### src/verilog/wake_timer_pkg.sv
// constants shared by the wake-up timer block and its prescaler
package wake_timer_pkg;
   // register byte addresses
   localparam logic [7:0] ADDR_RF_RELOAD_HIGH = 8'h1F;
   localparam logic [7:0] ADDR_RF_RELOAD_LOW = 8'h20;
   localparam logic [7:0] ADDR_RF_COUNT_HIGH = 8'h21;
   localparam logic [7:0] ADDR_RF_COUNT_LOW = 8'h22;
   localparam logic [7:0] ADDR_WAKE_CONTROL = 8'h23;
   localparam logic [7:0] ADDR_WAKE_RELOAD_HIGH = 8'h24;
   localparam logic [7:0] ADDR_WAKE_RELOAD_LOW = 8'h25;
   localparam logic [7:0] ADDR_WAKE_COUNT_HIGH = 8'h26;
   localparam logic [7:0] ADDR_WAKE_COUNT_LOW = 8'h27;

   // control register field positions
   localparam int CTL_RUNNING = 7;
   localparam int CTL_GATE = 6;
   localparam int CTL_AUTO_TRIM = 5;
   localparam int CTL_AUTO_CARD = 4;
   localparam int CTL_AUTO_RELOAD = 3;
   localparam int CTL_AUTO_WAKE = 2;
   localparam int CTL_CLK_HI = 1;
   localparam int CTL_CLK_LO = 0;

   // reset values
   localparam logic [7:0] RESET_BYTE = 8'h00;
   localparam logic [5:0] RESET_CONTROL = 6'h00;
   localparam logic [15:0] RESET_COUNT = 16'h0000;

   // clock select codes and divide ratios
   localparam logic [1:0] CLK_DIV1 = 2'h0;
   localparam logic [1:0] CLK_DIV8 = 2'h1;
   localparam logic [1:0] CLK_DIV16 = 2'h2;
   localparam logic [1:0] CLK_DIV32 = 2'h3;
   localparam logic [4:0] DIV8_LAST = 5'h07;
   localparam logic [4:0] DIV16_LAST = 5'h0F;
   localparam logic [4:0] DIV32_LAST = 5'h1F;

   // automatic sequence states
   typedef enum logic [1:0] {
      SEQ_IDLE = 2'b00,
      SEQ_TRIM = 2'b01,
      SEQ_FIELD = 2'b10,
      SEQ_DECIDE = 2'b11
   } seq_t;
endpackage : wake_timer_pkg
### src/verilog/lfo_prescaler.sv
// divides oscillator ticks by 1, 8, 16 or 32 for the wake-up timer
`timescale 1ns/1ps
module lfo_prescaler (
   input wire logic mclk, // system clock
   input wire logic rst_n, // async reset, active low
   input wire logic clear, // restart division on a start event
   input wire logic lfo_tick, // one-cycle pulse per oscillator period
   input wire logic [1:0] sel, // clock select code
   output logic tick // one-cycle pulse per selected period
);
   logic [4:0] div_q; // ticks seen in current period
   logic [4:0] last; // terminal count for the selection
   logic tick_q; // registered output pulse

   // terminal count per selection
   always_comb begin
      unique case (sel)
         wake_timer_pkg::CLK_DIV1: last = 5'h00;
         wake_timer_pkg::CLK_DIV8: last = wake_timer_pkg::DIV8_LAST;
         wake_timer_pkg::CLK_DIV16: last = wake_timer_pkg::DIV16_LAST;
         wake_timer_pkg::CLK_DIV32: last = wake_timer_pkg::DIV32_LAST;
      endcase
   end

   // count oscillator ticks, emit one at terminal count
   always_ff @(posedge mclk or negedge rst_n) begin
      if (!rst_n) begin
         div_q <= 5'h00;
         tick_q <= 1'b0;
      end else if (clear) begin
         // a start always begins a full period, never a partial one
         div_q <= 5'h00;
         tick_q <= 1'b0;
      end else begin
         tick_q <= 1'b0;
         if (lfo_tick) begin
            if (div_q >= last) begin
               div_q <= 5'h00;
               tick_q <= 1'b1;
            end else begin
               div_q <= div_q + 5'h01;
            end
         end
      end
   end

   assign tick = tick_q;

   AST_DIV1_PASS: assert property (@(posedge mclk) disable iff (!rst_n)
      (lfo_tick && !clear && sel == wake_timer_pkg::CLK_DIV1) |=> tick)
      else $error("undivided select dropped a tick");
endmodule : lfo_prescaler

### src/verilog/wake_timer_block.sv
// wake-up timer with automatic trim and card detection, plus rf timer counter
//
// The strobed register port was left to the implementer.
`timescale 1ns/1ps
module wake_timer_block (
   input wire logic mclk, // 200 MHz system clock
   input wire logic rst_n, // async reset, active low
   input wire logic [7:0] addr, // register byte address
   input wire logic [7:0] wdata, // register write data
   input wire logic wr_en, // write strobe
   input wire logic rd_en, // read strobe
   output logic [7:0] rdata, // read data, cycle after rd_en
   input wire logic lfo_tick, // low-frequency oscillator pulse
   input wire logic rf_timer_tick, // rf timer input clock pulse
   input wire logic rf_timer_start, // external rf timer start event
   input wire logic trim_done, // trimming logic finished
   input wire logic card_present, // detector result at field end
   output logic wake_irq_set, // pulse: set the wake timer irq flag
   output logic card_irq_set, // pulse: card detected request
   output logic trim_start, // pulse: launch oscillator trimming
   output logic field_on, // level: rf field enabled for detection
   output logic wake_request, // pulse: wake the system
   output logic power_down_request, // pulse: return to power down
   output logic rf_timer_underflow // pulse: rf timer reached zero
);
   // register storage
   logic [7:0] rf_reload_hi_q; // rf timer reload high byte
   logic [7:0] rf_reload_lo_q; // rf timer reload low byte
   logic [15:0] rf_count_q; // rf timer counter
   logic rf_run_q; // rf timer counting
   logic [5:0] ctl_q; // stored control bits 5..0
   logic running_q; // wake timer running flag
   logic [7:0] wk_reload_hi_q; // wake reload high byte
   logic [7:0] wk_reload_lo_q; // wake reload low byte
   logic [15:0] wk_count_q; // wake timer counter
   logic [7:0] rdata_q; // registered read data
   wake_timer_pkg::seq_t seq_q; // automatic sequence state

   // registered outputs
   logic wake_irq_q; // irq set pulse
   logic card_irq_q; // card found pulse
   logic trim_q; // trim start pulse
   logic field_q; // field enable level
   logic wake_req_q; // wake pulse
   logic pd_req_q; // power down pulse
   logic rf_uflow_q; // rf underflow pulse

   // decoded events
   logic ctl_wr; // write to control register
   logic gate_wr; // control write with gate bit
   logic sw_start; // software start of wake timer
   logic wk_tick; // divided wake timer tick
   logic wk_uflow; // wake timer underflow this cycle
   logic rf_start; // rf timer start event
   logic rf_zero; // rf timer underflow this cycle
   logic [15:0] wk_reload; // assembled wake reload value
   logic [15:0] rf_reload; // assembled rf reload value
   logic auto_reload; // wake timer restarts after zero

   assign wk_reload = {wk_reload_hi_q, wk_reload_lo_q};
   assign rf_reload = {rf_reload_hi_q, rf_reload_lo_q};
   assign ctl_wr = wr_en && (addr == wake_timer_pkg::ADDR_WAKE_CONTROL);
   assign gate_wr = ctl_wr && wdata[wake_timer_pkg::CTL_GATE];
   assign sw_start = gate_wr && wdata[wake_timer_pkg::CTL_RUNNING];
   // detection restarts the timer with no gap even without auto reload
   assign auto_reload = ctl_q[wake_timer_pkg::CTL_AUTO_RELOAD] || ctl_q[wake_timer_pkg::CTL_AUTO_CARD];
   assign wk_uflow = running_q && wk_tick && (wk_count_q <= 16'h0001);
   assign rf_zero = rf_run_q && rf_timer_tick && (rf_count_q <= 16'h0001) && !rf_start;

   // rf timer is started from outside or by the detection sequence
   assign rf_start = rf_timer_start || (wk_uflow && seq_q == wake_timer_pkg::SEQ_IDLE &&
                     !ctl_q[wake_timer_pkg::CTL_AUTO_TRIM] && ctl_q[wake_timer_pkg::CTL_AUTO_CARD]) ||
                     (seq_q == wake_timer_pkg::SEQ_TRIM && trim_done && ctl_q[wake_timer_pkg::CTL_AUTO_CARD]);

   // selected input clock for the wake timer
   lfo_prescaler u_prescaler (
      .mclk(mclk),
      .rst_n(rst_n),
      .clear(sw_start),
      .lfo_tick(lfo_tick),
      .sel(ctl_q[wake_timer_pkg::CTL_CLK_HI:wake_timer_pkg::CTL_CLK_LO]),
      .tick(wk_tick)
   );

   // software-written reload bytes and control bits
   always_ff @(posedge mclk or negedge rst_n) begin
      if (!rst_n) begin
         rf_reload_hi_q <= wake_timer_pkg::RESET_BYTE;
         rf_reload_lo_q <= wake_timer_pkg::RESET_BYTE;
         wk_reload_hi_q <= wake_timer_pkg::RESET_BYTE;
         wk_reload_lo_q <= wake_timer_pkg::RESET_BYTE;
         ctl_q <= wake_timer_pkg::RESET_CONTROL;
      end else if (wr_en) begin
         unique case (addr)
            wake_timer_pkg::ADDR_RF_RELOAD_HIGH: rf_reload_hi_q <= wdata;
            wake_timer_pkg::ADDR_RF_RELOAD_LOW: rf_reload_lo_q <= wdata;
            wake_timer_pkg::ADDR_WAKE_CONTROL: ctl_q <= wdata[5:0];
            wake_timer_pkg::ADDR_WAKE_RELOAD_HIGH: wk_reload_hi_q <= wdata;
            wake_timer_pkg::ADDR_WAKE_RELOAD_LOW: wk_reload_lo_q <= wdata;
            default: begin
               // read-only and unmapped addresses ignore writes
            end
         endcase
      end
   end

   // wake timer counter and running flag
   always_ff @(posedge mclk or negedge rst_n) begin
      if (!rst_n) begin
         wk_count_q <= wake_timer_pkg::RESET_COUNT;
         running_q <= 1'b0;
      end else if (gate_wr) begin
         // gated write owns the running flag; a start reloads the count
         running_q <= wdata[wake_timer_pkg::CTL_RUNNING];
         if (wdata[wake_timer_pkg::CTL_RUNNING]) begin
            wk_count_q <= wk_reload;
         end
      end else if (wk_uflow) begin
         if (auto_reload) begin
            wk_count_q <= wk_reload;
         end else begin
            wk_count_q <= 16'h0000;
            running_q <= 1'b0;
         end
      end else if (running_q && wk_tick) begin
         wk_count_q <= wk_count_q - 16'h0001;
      end
   end

   // rf timer counter, loaded only at a start event
   always_ff @(posedge mclk or negedge rst_n) begin
      if (!rst_n) begin
         rf_count_q <= wake_timer_pkg::RESET_COUNT;
         rf_run_q <= 1'b0;
      end else if (rf_start) begin
         rf_count_q <= rf_reload;
         rf_run_q <= 1'b1;
      end else if (rf_zero) begin
         rf_count_q <= 16'h0000;
         rf_run_q <= 1'b0;
      end else if (rf_run_q && rf_timer_tick) begin
         rf_count_q <= rf_count_q - 16'h0001;
      end
   end

   // automatic trim and card detection sequence
   always_ff @(posedge mclk or negedge rst_n) begin
      if (!rst_n) begin
         seq_q <= wake_timer_pkg::SEQ_IDLE;
         trim_q <= 1'b0;
         field_q <= 1'b0;
         card_irq_q <= 1'b0;
         pd_req_q <= 1'b0;
      end else begin
         trim_q <= 1'b0;
         card_irq_q <= 1'b0;
         pd_req_q <= 1'b0;
         unique case (seq_q)
            wake_timer_pkg::SEQ_IDLE: begin
               // an underflow during a running sequence launches nothing new
               if (wk_uflow && ctl_q[wake_timer_pkg::CTL_AUTO_TRIM]) begin
                  trim_q <= 1'b1;
                  seq_q <= wake_timer_pkg::SEQ_TRIM;
               end else if (wk_uflow && ctl_q[wake_timer_pkg::CTL_AUTO_CARD]) begin
                  field_q <= 1'b1;
                  seq_q <= wake_timer_pkg::SEQ_FIELD;
               end
            end
            wake_timer_pkg::SEQ_TRIM: begin
               if (trim_done && ctl_q[wake_timer_pkg::CTL_AUTO_CARD]) begin
                  field_q <= 1'b1;
                  seq_q <= wake_timer_pkg::SEQ_FIELD;
               end else if (trim_done) begin
                  pd_req_q <= ctl_q[wake_timer_pkg::CTL_AUTO_WAKE];
                  seq_q <= wake_timer_pkg::SEQ_IDLE;
               end
            end
            wake_timer_pkg::SEQ_FIELD: begin
               // field stays on for exactly the rf timer interval
               if (rf_zero) begin
                  field_q <= 1'b0;
                  seq_q <= wake_timer_pkg::SEQ_DECIDE;
               end
            end
            wake_timer_pkg::SEQ_DECIDE: begin
               if (card_present) begin
                  card_irq_q <= 1'b1;
               end else begin
                  pd_req_q <= ctl_q[wake_timer_pkg::CTL_AUTO_WAKE];
               end
               seq_q <= wake_timer_pkg::SEQ_IDLE;
            end
         endcase
      end
   end

   // underflow side effects: irq flag set, automatic wake, rf underflow
   always_ff @(posedge mclk or negedge rst_n) begin
      if (!rst_n) begin
         wake_irq_q <= 1'b0;
         wake_req_q <= 1'b0;
         rf_uflow_q <= 1'b0;
      end else begin
         wake_irq_q <= wk_uflow;
         wake_req_q <= wk_uflow && ctl_q[wake_timer_pkg::CTL_AUTO_WAKE];
         rf_uflow_q <= rf_zero;
      end
   end

   // register read port; counts are sampled live, so reads mid-reception tear
   always_ff @(posedge mclk or negedge rst_n) begin
      if (!rst_n) begin
         rdata_q <= wake_timer_pkg::RESET_BYTE;
      end else if (rd_en) begin
         unique case (addr)
            wake_timer_pkg::ADDR_RF_RELOAD_HIGH: rdata_q <= rf_reload_hi_q;
            wake_timer_pkg::ADDR_RF_RELOAD_LOW: rdata_q <= rf_reload_lo_q;
            wake_timer_pkg::ADDR_RF_COUNT_HIGH: rdata_q <= rf_count_q[15:8];
            wake_timer_pkg::ADDR_RF_COUNT_LOW: rdata_q <= rf_count_q[7:0];
            wake_timer_pkg::ADDR_WAKE_CONTROL: rdata_q <= {running_q, 1'b0, ctl_q};
            wake_timer_pkg::ADDR_WAKE_RELOAD_HIGH: rdata_q <= wk_reload_hi_q;
            wake_timer_pkg::ADDR_WAKE_RELOAD_LOW: rdata_q <= wk_reload_lo_q;
            wake_timer_pkg::ADDR_WAKE_COUNT_HIGH: rdata_q <= wk_count_q[15:8];
            wake_timer_pkg::ADDR_WAKE_COUNT_LOW: rdata_q <= wk_count_q[7:0];
            default: rdata_q <= wake_timer_pkg::RESET_BYTE;
         endcase
      end else begin
         rdata_q <= wake_timer_pkg::RESET_BYTE;
      end
   end

   // output ports straight from flops
   assign rdata = rdata_q;
   assign wake_irq_set = wake_irq_q;
   assign card_irq_set = card_irq_q;
   assign trim_start = trim_q;
   assign field_on = field_q;
   assign wake_request = wake_req_q;
   assign power_down_request = pd_req_q;
   assign rf_timer_underflow = rf_uflow_q;

   // checks on the timer behaviour
   AST_UFLOW_IRQ: assert property (@(posedge mclk) disable iff (!rst_n)
      wk_uflow |=> wake_irq_set)
      else $error("underflow did not set irq flag");

   AST_GATE_HOLD: assert property (@(posedge mclk) disable iff (!rst_n)
      (ctl_wr && !wdata[wake_timer_pkg::CTL_GATE] && !wk_uflow) |=> $stable(running_q))
      else $error("ungated write changed running flag");

   AST_START_LOAD: assert property (@(posedge mclk) disable iff (!rst_n)
      sw_start |=> (running_q && wk_count_q == $past(wk_reload)))
      else $error("start did not load reload value");

   AST_ONESHOT_STOP: assert property (@(posedge mclk) disable iff (!rst_n)
      (wk_uflow && !gate_wr && !auto_reload) |=> (!running_q && wk_count_q == 16'h0000))
      else $error("one-shot timer kept running");

   AST_AUTO_RELOAD: assert property (@(posedge mclk) disable iff (!rst_n)
      (wk_uflow && !gate_wr && auto_reload) |=> (running_q && wk_count_q == $past(wk_reload)))
      else $error("auto reload failed");

   AST_DECREMENT: assert property (@(posedge mclk) disable iff (!rst_n)
      (running_q && wk_tick && !wk_uflow && !gate_wr) |=> wk_count_q == $past(wk_count_q) - 16'h0001)
      else $error("counter did not step by one");

   AST_TRIM_START: assert property (@(posedge mclk) disable iff (!rst_n)
      (wk_uflow && seq_q == wake_timer_pkg::SEQ_IDLE && ctl_q[wake_timer_pkg::CTL_AUTO_TRIM]) |=> trim_start)
      else $error("trim not started on underflow");

   AST_RF_LOAD: assert property (@(posedge mclk) disable iff (!rst_n)
      rf_start |=> rf_count_q == $past(rf_reload))
      else $error("rf timer start did not load reload");

   AST_COUNT_READ: assert property (@(posedge mclk) disable iff (!rst_n)
      (rd_en && addr == wake_timer_pkg::ADDR_WAKE_COUNT_HIGH) |=> rdata == $past(wk_count_q[15:8]))
      else $error("count high byte read wrong");

   AST_NO_CARD_SLEEP: assert property (@(posedge mclk) disable iff (!rst_n)
      (seq_q == wake_timer_pkg::SEQ_DECIDE && !card_present && ctl_q[wake_timer_pkg::CTL_AUTO_WAKE])
      |=> (power_down_request && !card_irq_set))
      else $error("no card did not return to power down");

   AST_WAKE_REQ: assert property (@(posedge mclk) disable iff (!rst_n)
      wk_uflow |=> (wake_request == $past(ctl_q[wake_timer_pkg::CTL_AUTO_WAKE])))
      else $error("auto wake request wrong after underflow");

   AST_RF_STOP: assert property (@(posedge mclk) disable iff (!rst_n)
      rf_zero |=> (!rf_run_q && rf_count_q == 16'h0000 && rf_timer_underflow))
      else $error("rf timer did not stop at zero");

   AST_RF_HOLD: assert property (@(posedge mclk) disable iff (!rst_n)
      (!rf_start && !(rf_run_q && rf_timer_tick)) |=> $stable(rf_count_q))
      else $error("rf count moved without start or tick");

   AST_WAKE_HOLD: assert property (@(posedge mclk) disable iff (!rst_n)
      (!gate_wr && !(running_q && wk_tick)) |=> $stable(wk_count_q))
      else $error("wake count moved without start or tick");

   AST_FIELD_START: assert property (@(posedge mclk) disable iff (!rst_n)
      (wk_uflow && seq_q == wake_timer_pkg::SEQ_IDLE && !ctl_q[wake_timer_pkg::CTL_AUTO_TRIM] &&
       ctl_q[wake_timer_pkg::CTL_AUTO_CARD]) |=> (field_on && rf_run_q))
      else $error("card detection did not switch field on");

   AST_FIELD_OFF: assert property (@(posedge mclk) disable iff (!rst_n)
      (seq_q == wake_timer_pkg::SEQ_FIELD && rf_zero) |=> (!field_on && seq_q == wake_timer_pkg::SEQ_DECIDE))
      else $error("field not switched off at rf timer end");

   AST_CARD_IRQ: assert property (@(posedge mclk) disable iff (!rst_n)
      (seq_q == wake_timer_pkg::SEQ_DECIDE && card_present) |=> (card_irq_set && !power_down_request))
      else $error("found card did not raise request");

   AST_CTL_READ: assert property (@(posedge mclk) disable iff (!rst_n)
      (rd_en && addr == wake_timer_pkg::ADDR_WAKE_CONTROL) |=> (!rdata[wake_timer_pkg::CTL_GATE] &&
       rdata[wake_timer_pkg::CTL_RUNNING] == $past(running_q)))
      else $error("control read shows gate or wrong running flag");

   COV_RELOAD: cover property (@(posedge mclk) disable iff (!rst_n) wk_uflow && auto_reload);
   COV_CARD: cover property (@(posedge mclk) disable iff (!rst_n) card_irq_set);
   COV_TRIM_DONE: cover property (@(posedge mclk) disable iff (!rst_n)
      seq_q == wake_timer_pkg::SEQ_TRIM && trim_done);
   COV_NO_CARD: cover property (@(posedge mclk) disable iff (!rst_n)
      seq_q == wake_timer_pkg::SEQ_DECIDE && !card_present && ctl_q[wake_timer_pkg::CTL_AUTO_WAKE]);
   COV_GATED_STOP: cover property (@(posedge mclk) disable iff (!rst_n)
      gate_wr && !wdata[wake_timer_pkg::CTL_RUNNING]);
endmodule : wake_timer_block

### config.mk
export PLATFORM = sky130hd
export DESIGN_NAME = wake_timer_block
export DESIGN_NICKNAME = d
export VERILOG_FILES = /design/src/verilog/wake_timer_pkg.sv /design/src/verilog/lfo_prescaler.sv /design/src/verilog/wake_timer_block.sv
export SDC_FILE = /design/constraint.sdc
export NUM_CORES = 1
export LEC_CHECK = 0
export ABC_AREA = 1
export BUFFER_PORTS_ARGS = -buffer_cell sky130_fd_sc_hd__clkbuf_2
export CAP_MARGIN = 0
export CORE_MARGIN = 2
export CORE_UTILIZATION = 65
export CTS_CLUSTER_SIZE = 24
export DETAILED_ROUTE_END_ITERATION = 10
export PLACE_DENSITY = 0.85
export SYNTH_ARGS = -nofsm -noshare
export SYNTH_HDL_FRONTEND = slang
export SYNTH_SLANG_ARGS = --single-unit
### constraint.sdc
create_clock -name mclk -period 4.55 [get_ports mclk]
set_clock_uncertainty 0.1 [all_clocks]
set_input_delay 0.6825 -clock mclk [delete_from_list [all_inputs] [get_ports mclk]]
set_output_delay 0.6825 -clock mclk [all_outputs]
set_load 0.02 [all_outputs]
==> reports/metrics.yaml <==
die:
  placementRows: 33
  core_mm2: 0.00818
  die_w_um: 95.7
  io_pins: 40
  start_util: 0.669
  die_area_mm2: 0.00917
  dieHeight_um: 95.7
timing:
  hold_viol: 0
  relSlewSlack: 0.301
  final.setup.tns_ns: 0
  grt_setup_unrepaired: "false"
  fin_crit_ns: 2.95
  maxSlewViolCount: 0
  max_slew.worst_pin.slew_ns: 1.04
  fmax_mhz: 339
  fin_crit_sh: 0.647
  setup_slack_ns: 1.60
  setup_viol: 0
global_route:
  antenna_found_initial: 0
  first_global_vias: 4910
  grt_pass1_wl_um: 24200
  grtUsageTotal: 0.351
  grt_overflow_total: 0
  grt_max_degree: 72
critical_path:
  worstRegToRegCells: 13
  reg2reg_slack_ns: 1.60
  critical_path_required_ns: 4.78
  r2r_start: "wk_count_q[0]"
  worstPathArrival_ns: 3.17
  start_kind: "flip-flop"
  critPathCaptureType: "flip-flop"
  crit_start: "wk_count_q[0]"
  r2r_end: "rf_count_q[15]"
  endpoint: "rf_count_q[15]"
  crit_fanout: 20
  criticalPathCategory: "reg -> reg"
final_layout:
  final-seq-area_mm2: 0.00238
  drive_above_1_share: 0.0889
  multi_input_area_mm2: 0.00266
  nFillCells: 681
  syn_to_final_growth_pct: 8.28
  fin_nets: 829
  antenna_cells: 0
  stdcell_count: 904
placed_design:
  placed_cells: 888
  dp_hpwl_um: 11300
  gp_congestion: 0.936
  dp_slack_ns: 1.58
  io_buffers: 39
logic_synthesis:
  yosys_warnings: 0
  syn_area_mm2: 0.00547
  avgSynthCellArea_um2: 7.23
  ys_seq_elements: 95
  syn-num-nets: 792
  synth_top_cell_by_area: "dfrtp_1"
  post_synth_num_cell_types: 38
  synthTopCellsByArea: "dfrtp_1, nand2_1, inv_1, nand3_1, o21ai_0"
  netlist_instances: 757
  yosysSeqAreaShare: 0.434
  synth_top_area_share: 0.434
power:
  powerDensity_mw_per_mm2: 349
  peakVddDrop_mv: 0.250
  p_leak_nw: 2.95
clocking:
  post-cts-setup-buffer-count: 0
  ctsResizeCount: 0
  cts_tree: "done"
  tritoncts.num_buffers: 9
  clock_sinks: 95
  cts.hold.buffers_added: 0
  clockRootBuffer: "clkbuf_8"
  path_clk_slew_ns: 0.09
  cts_max_level: 3
  insertion_delay_ns: 0.39
  cts_buffer_depth: 2
detailed_routing:
  first_pass_iters: 5
  vias_per_cell: 5.83
  finalWirelength_um: 15100
  drc: 0
  drtAntennaViolNets: 0
  vias: 5267
  initialDrtViolationCount: 430
  routedWlPerCell_um: 16.7
worst_hold_path:
  hp-class: "in -> async"
flow_run:
  drv_cap: 0
run_status:
  outcome: "completed"
==> report_power, final <==
group / leakage, nW / internal, W / switching [W]
registers: 1.20 / 0.000925 / 0.0000915
logic: 1.65 / 0.000152 / 0.000310
clock network: 0.0994 / 0.000263 / 0.000326
total: 2.95 / 0.00134 / 0.000727
==> cells in the mapped netlist (all sizes together) <==
cell	n
dfrtp	95
nand4	11
nor3b	1
o211ai	9
o2111ai	1
ha	10
buf	9
xnor2	5
nor4	2
inv	92
nand3	63
xor2	17
nor2	81
nand3b	1
clkbuf	5
and2	1
nor3	8
clkinv	1
a21oi	24
o21ai	66
o21a	1
or2	1
a31oi	1
nand2	244
o22ai	8
==> sequential cells by signal, indices dropped and copies added (netlist names) <==
name	count
rdata	8
u_prescaler.div_q	5
rf_count_q	16
seq_q	2
wake_request	1
rf_reload_lo_q	8
card_irq_set	1
rf_run_q	1
field_on	1
running_q	1
wake_irq_set	1
u_prescaler.tick	1
wk_count_q	16
ctl_q	6
trim_start	1
rf_reload_hi_q	8
wk_reload_lo_q	8
power_down_request	1
wk_reload_hi_q	8
rf_timer_underflow	1
==> metrics by stage <==
step / power [W] / hold WS [ns] / utilization / area [um^2]
floorplan: 0.00134 / 0.287 / - / 5470
global placement: 0.00146 / 0.357 / 0.700 / 5720
detailed placement: 0.00148 / 0.371 / 0.700 / 5720
CTS: 0.00206 / 0.367 / 0.725 / 5920
global route: 0.00218 / 0.398 / 0.725 / 5920
finish: 0.00207 / 0.317 / 0.725 / 5920
==> cell type report <==
cell class,instances,share of cell area
multi-input combinational,555,0.449
clock inverter,6,0.0127
inverter,93,0.0591
clock buffer,10,0.0215
tap,105,0.0222
sequential,95,0.401
timing repair buffer,40,0.0346
==> logic make-up (layout without fill, tap and decap cells) <==
kind of cell             Yosys count  count (layout)  synth area share
XOR/XNOR                          22              22            0.0352
buffers and inverters            107             149            0.0798
AO/OA/AOI/OAI                    110             110             0.109
flip-flops                        95              95             0.434
adder cells (fa/ha/maj)           10              10            0.0229
AND/OR/NAND/NOR                  413             413             0.319
==> worst max-delay path, cell delays in order, from the launching register on <==
cell and delay, ns:
dfrtp_1 0.40, inv_1 0.10, ha_1 0.23, inv_1 0.08, nand2_1 0.07, nand4_1 0.08
nor2_2 0.08, nand3_1 0.09, nand2_1 0.39, nor2_1 0.95, nand2_1 0.12, nand2_1 0.10
inv_1 0.05, nand2_1 0.06
==> per-layer routing <==
layer | vias up | track usage | wire length [um]
met5 | - | 0 | 0
met4 | 0 | 0.185 | 810
met3 | 55 | 0.0666 | 1020
met2 | 234 | 0.547 | 7120
met1 | 2473 | 0.469 | 6170
li1 | 2505 | - | -
==> cell usage in the layout (no fill, tap or decap), types with 2 or more instances in the layout <==
cell / instances
xnor2_1: 5
nor2_1: 77
nand2_1: 241
nor3_1: 6
o211ai_1: 9
inv_1: 90
nor4_1: 2
xor2_1: 17
nor2_2: 3
a21oi_1: 24
inv_2: 2
nand4_1: 11
nand2_2: 2
ha_1: 10
o22ai_1: 8
inv_6: 2
dfrtp_1: 95
nand3_1: 61
clkbuf_2: 38
o21ai_1: 7
buf_4: 2
o21ai_0: 58
clkbuf_8: 9
==> worst min path at each step <==
| stage | start | end | slack [ns] | cells past startpoint |
|---|---|---|---|---|
| 3_5_place_dp | field_on | field_on | 0.37 | 2 |
| 6_report | rst_n | rf_count_q[9] | 0.32 | 1 |
| 4_1_cts | rst_n | rf_count_q[5] | 0.37 | 1 |
| 2_1_floorplan | rst_n | card_irq_set | 0.29 | 0 |
| 3_3_place_gp | field_on | field_on | 0.36 | 2 |
| 5_1_grt | card_present | card_irq_set | 0.40 | 3 |
(Power assumes the default switching activity.)
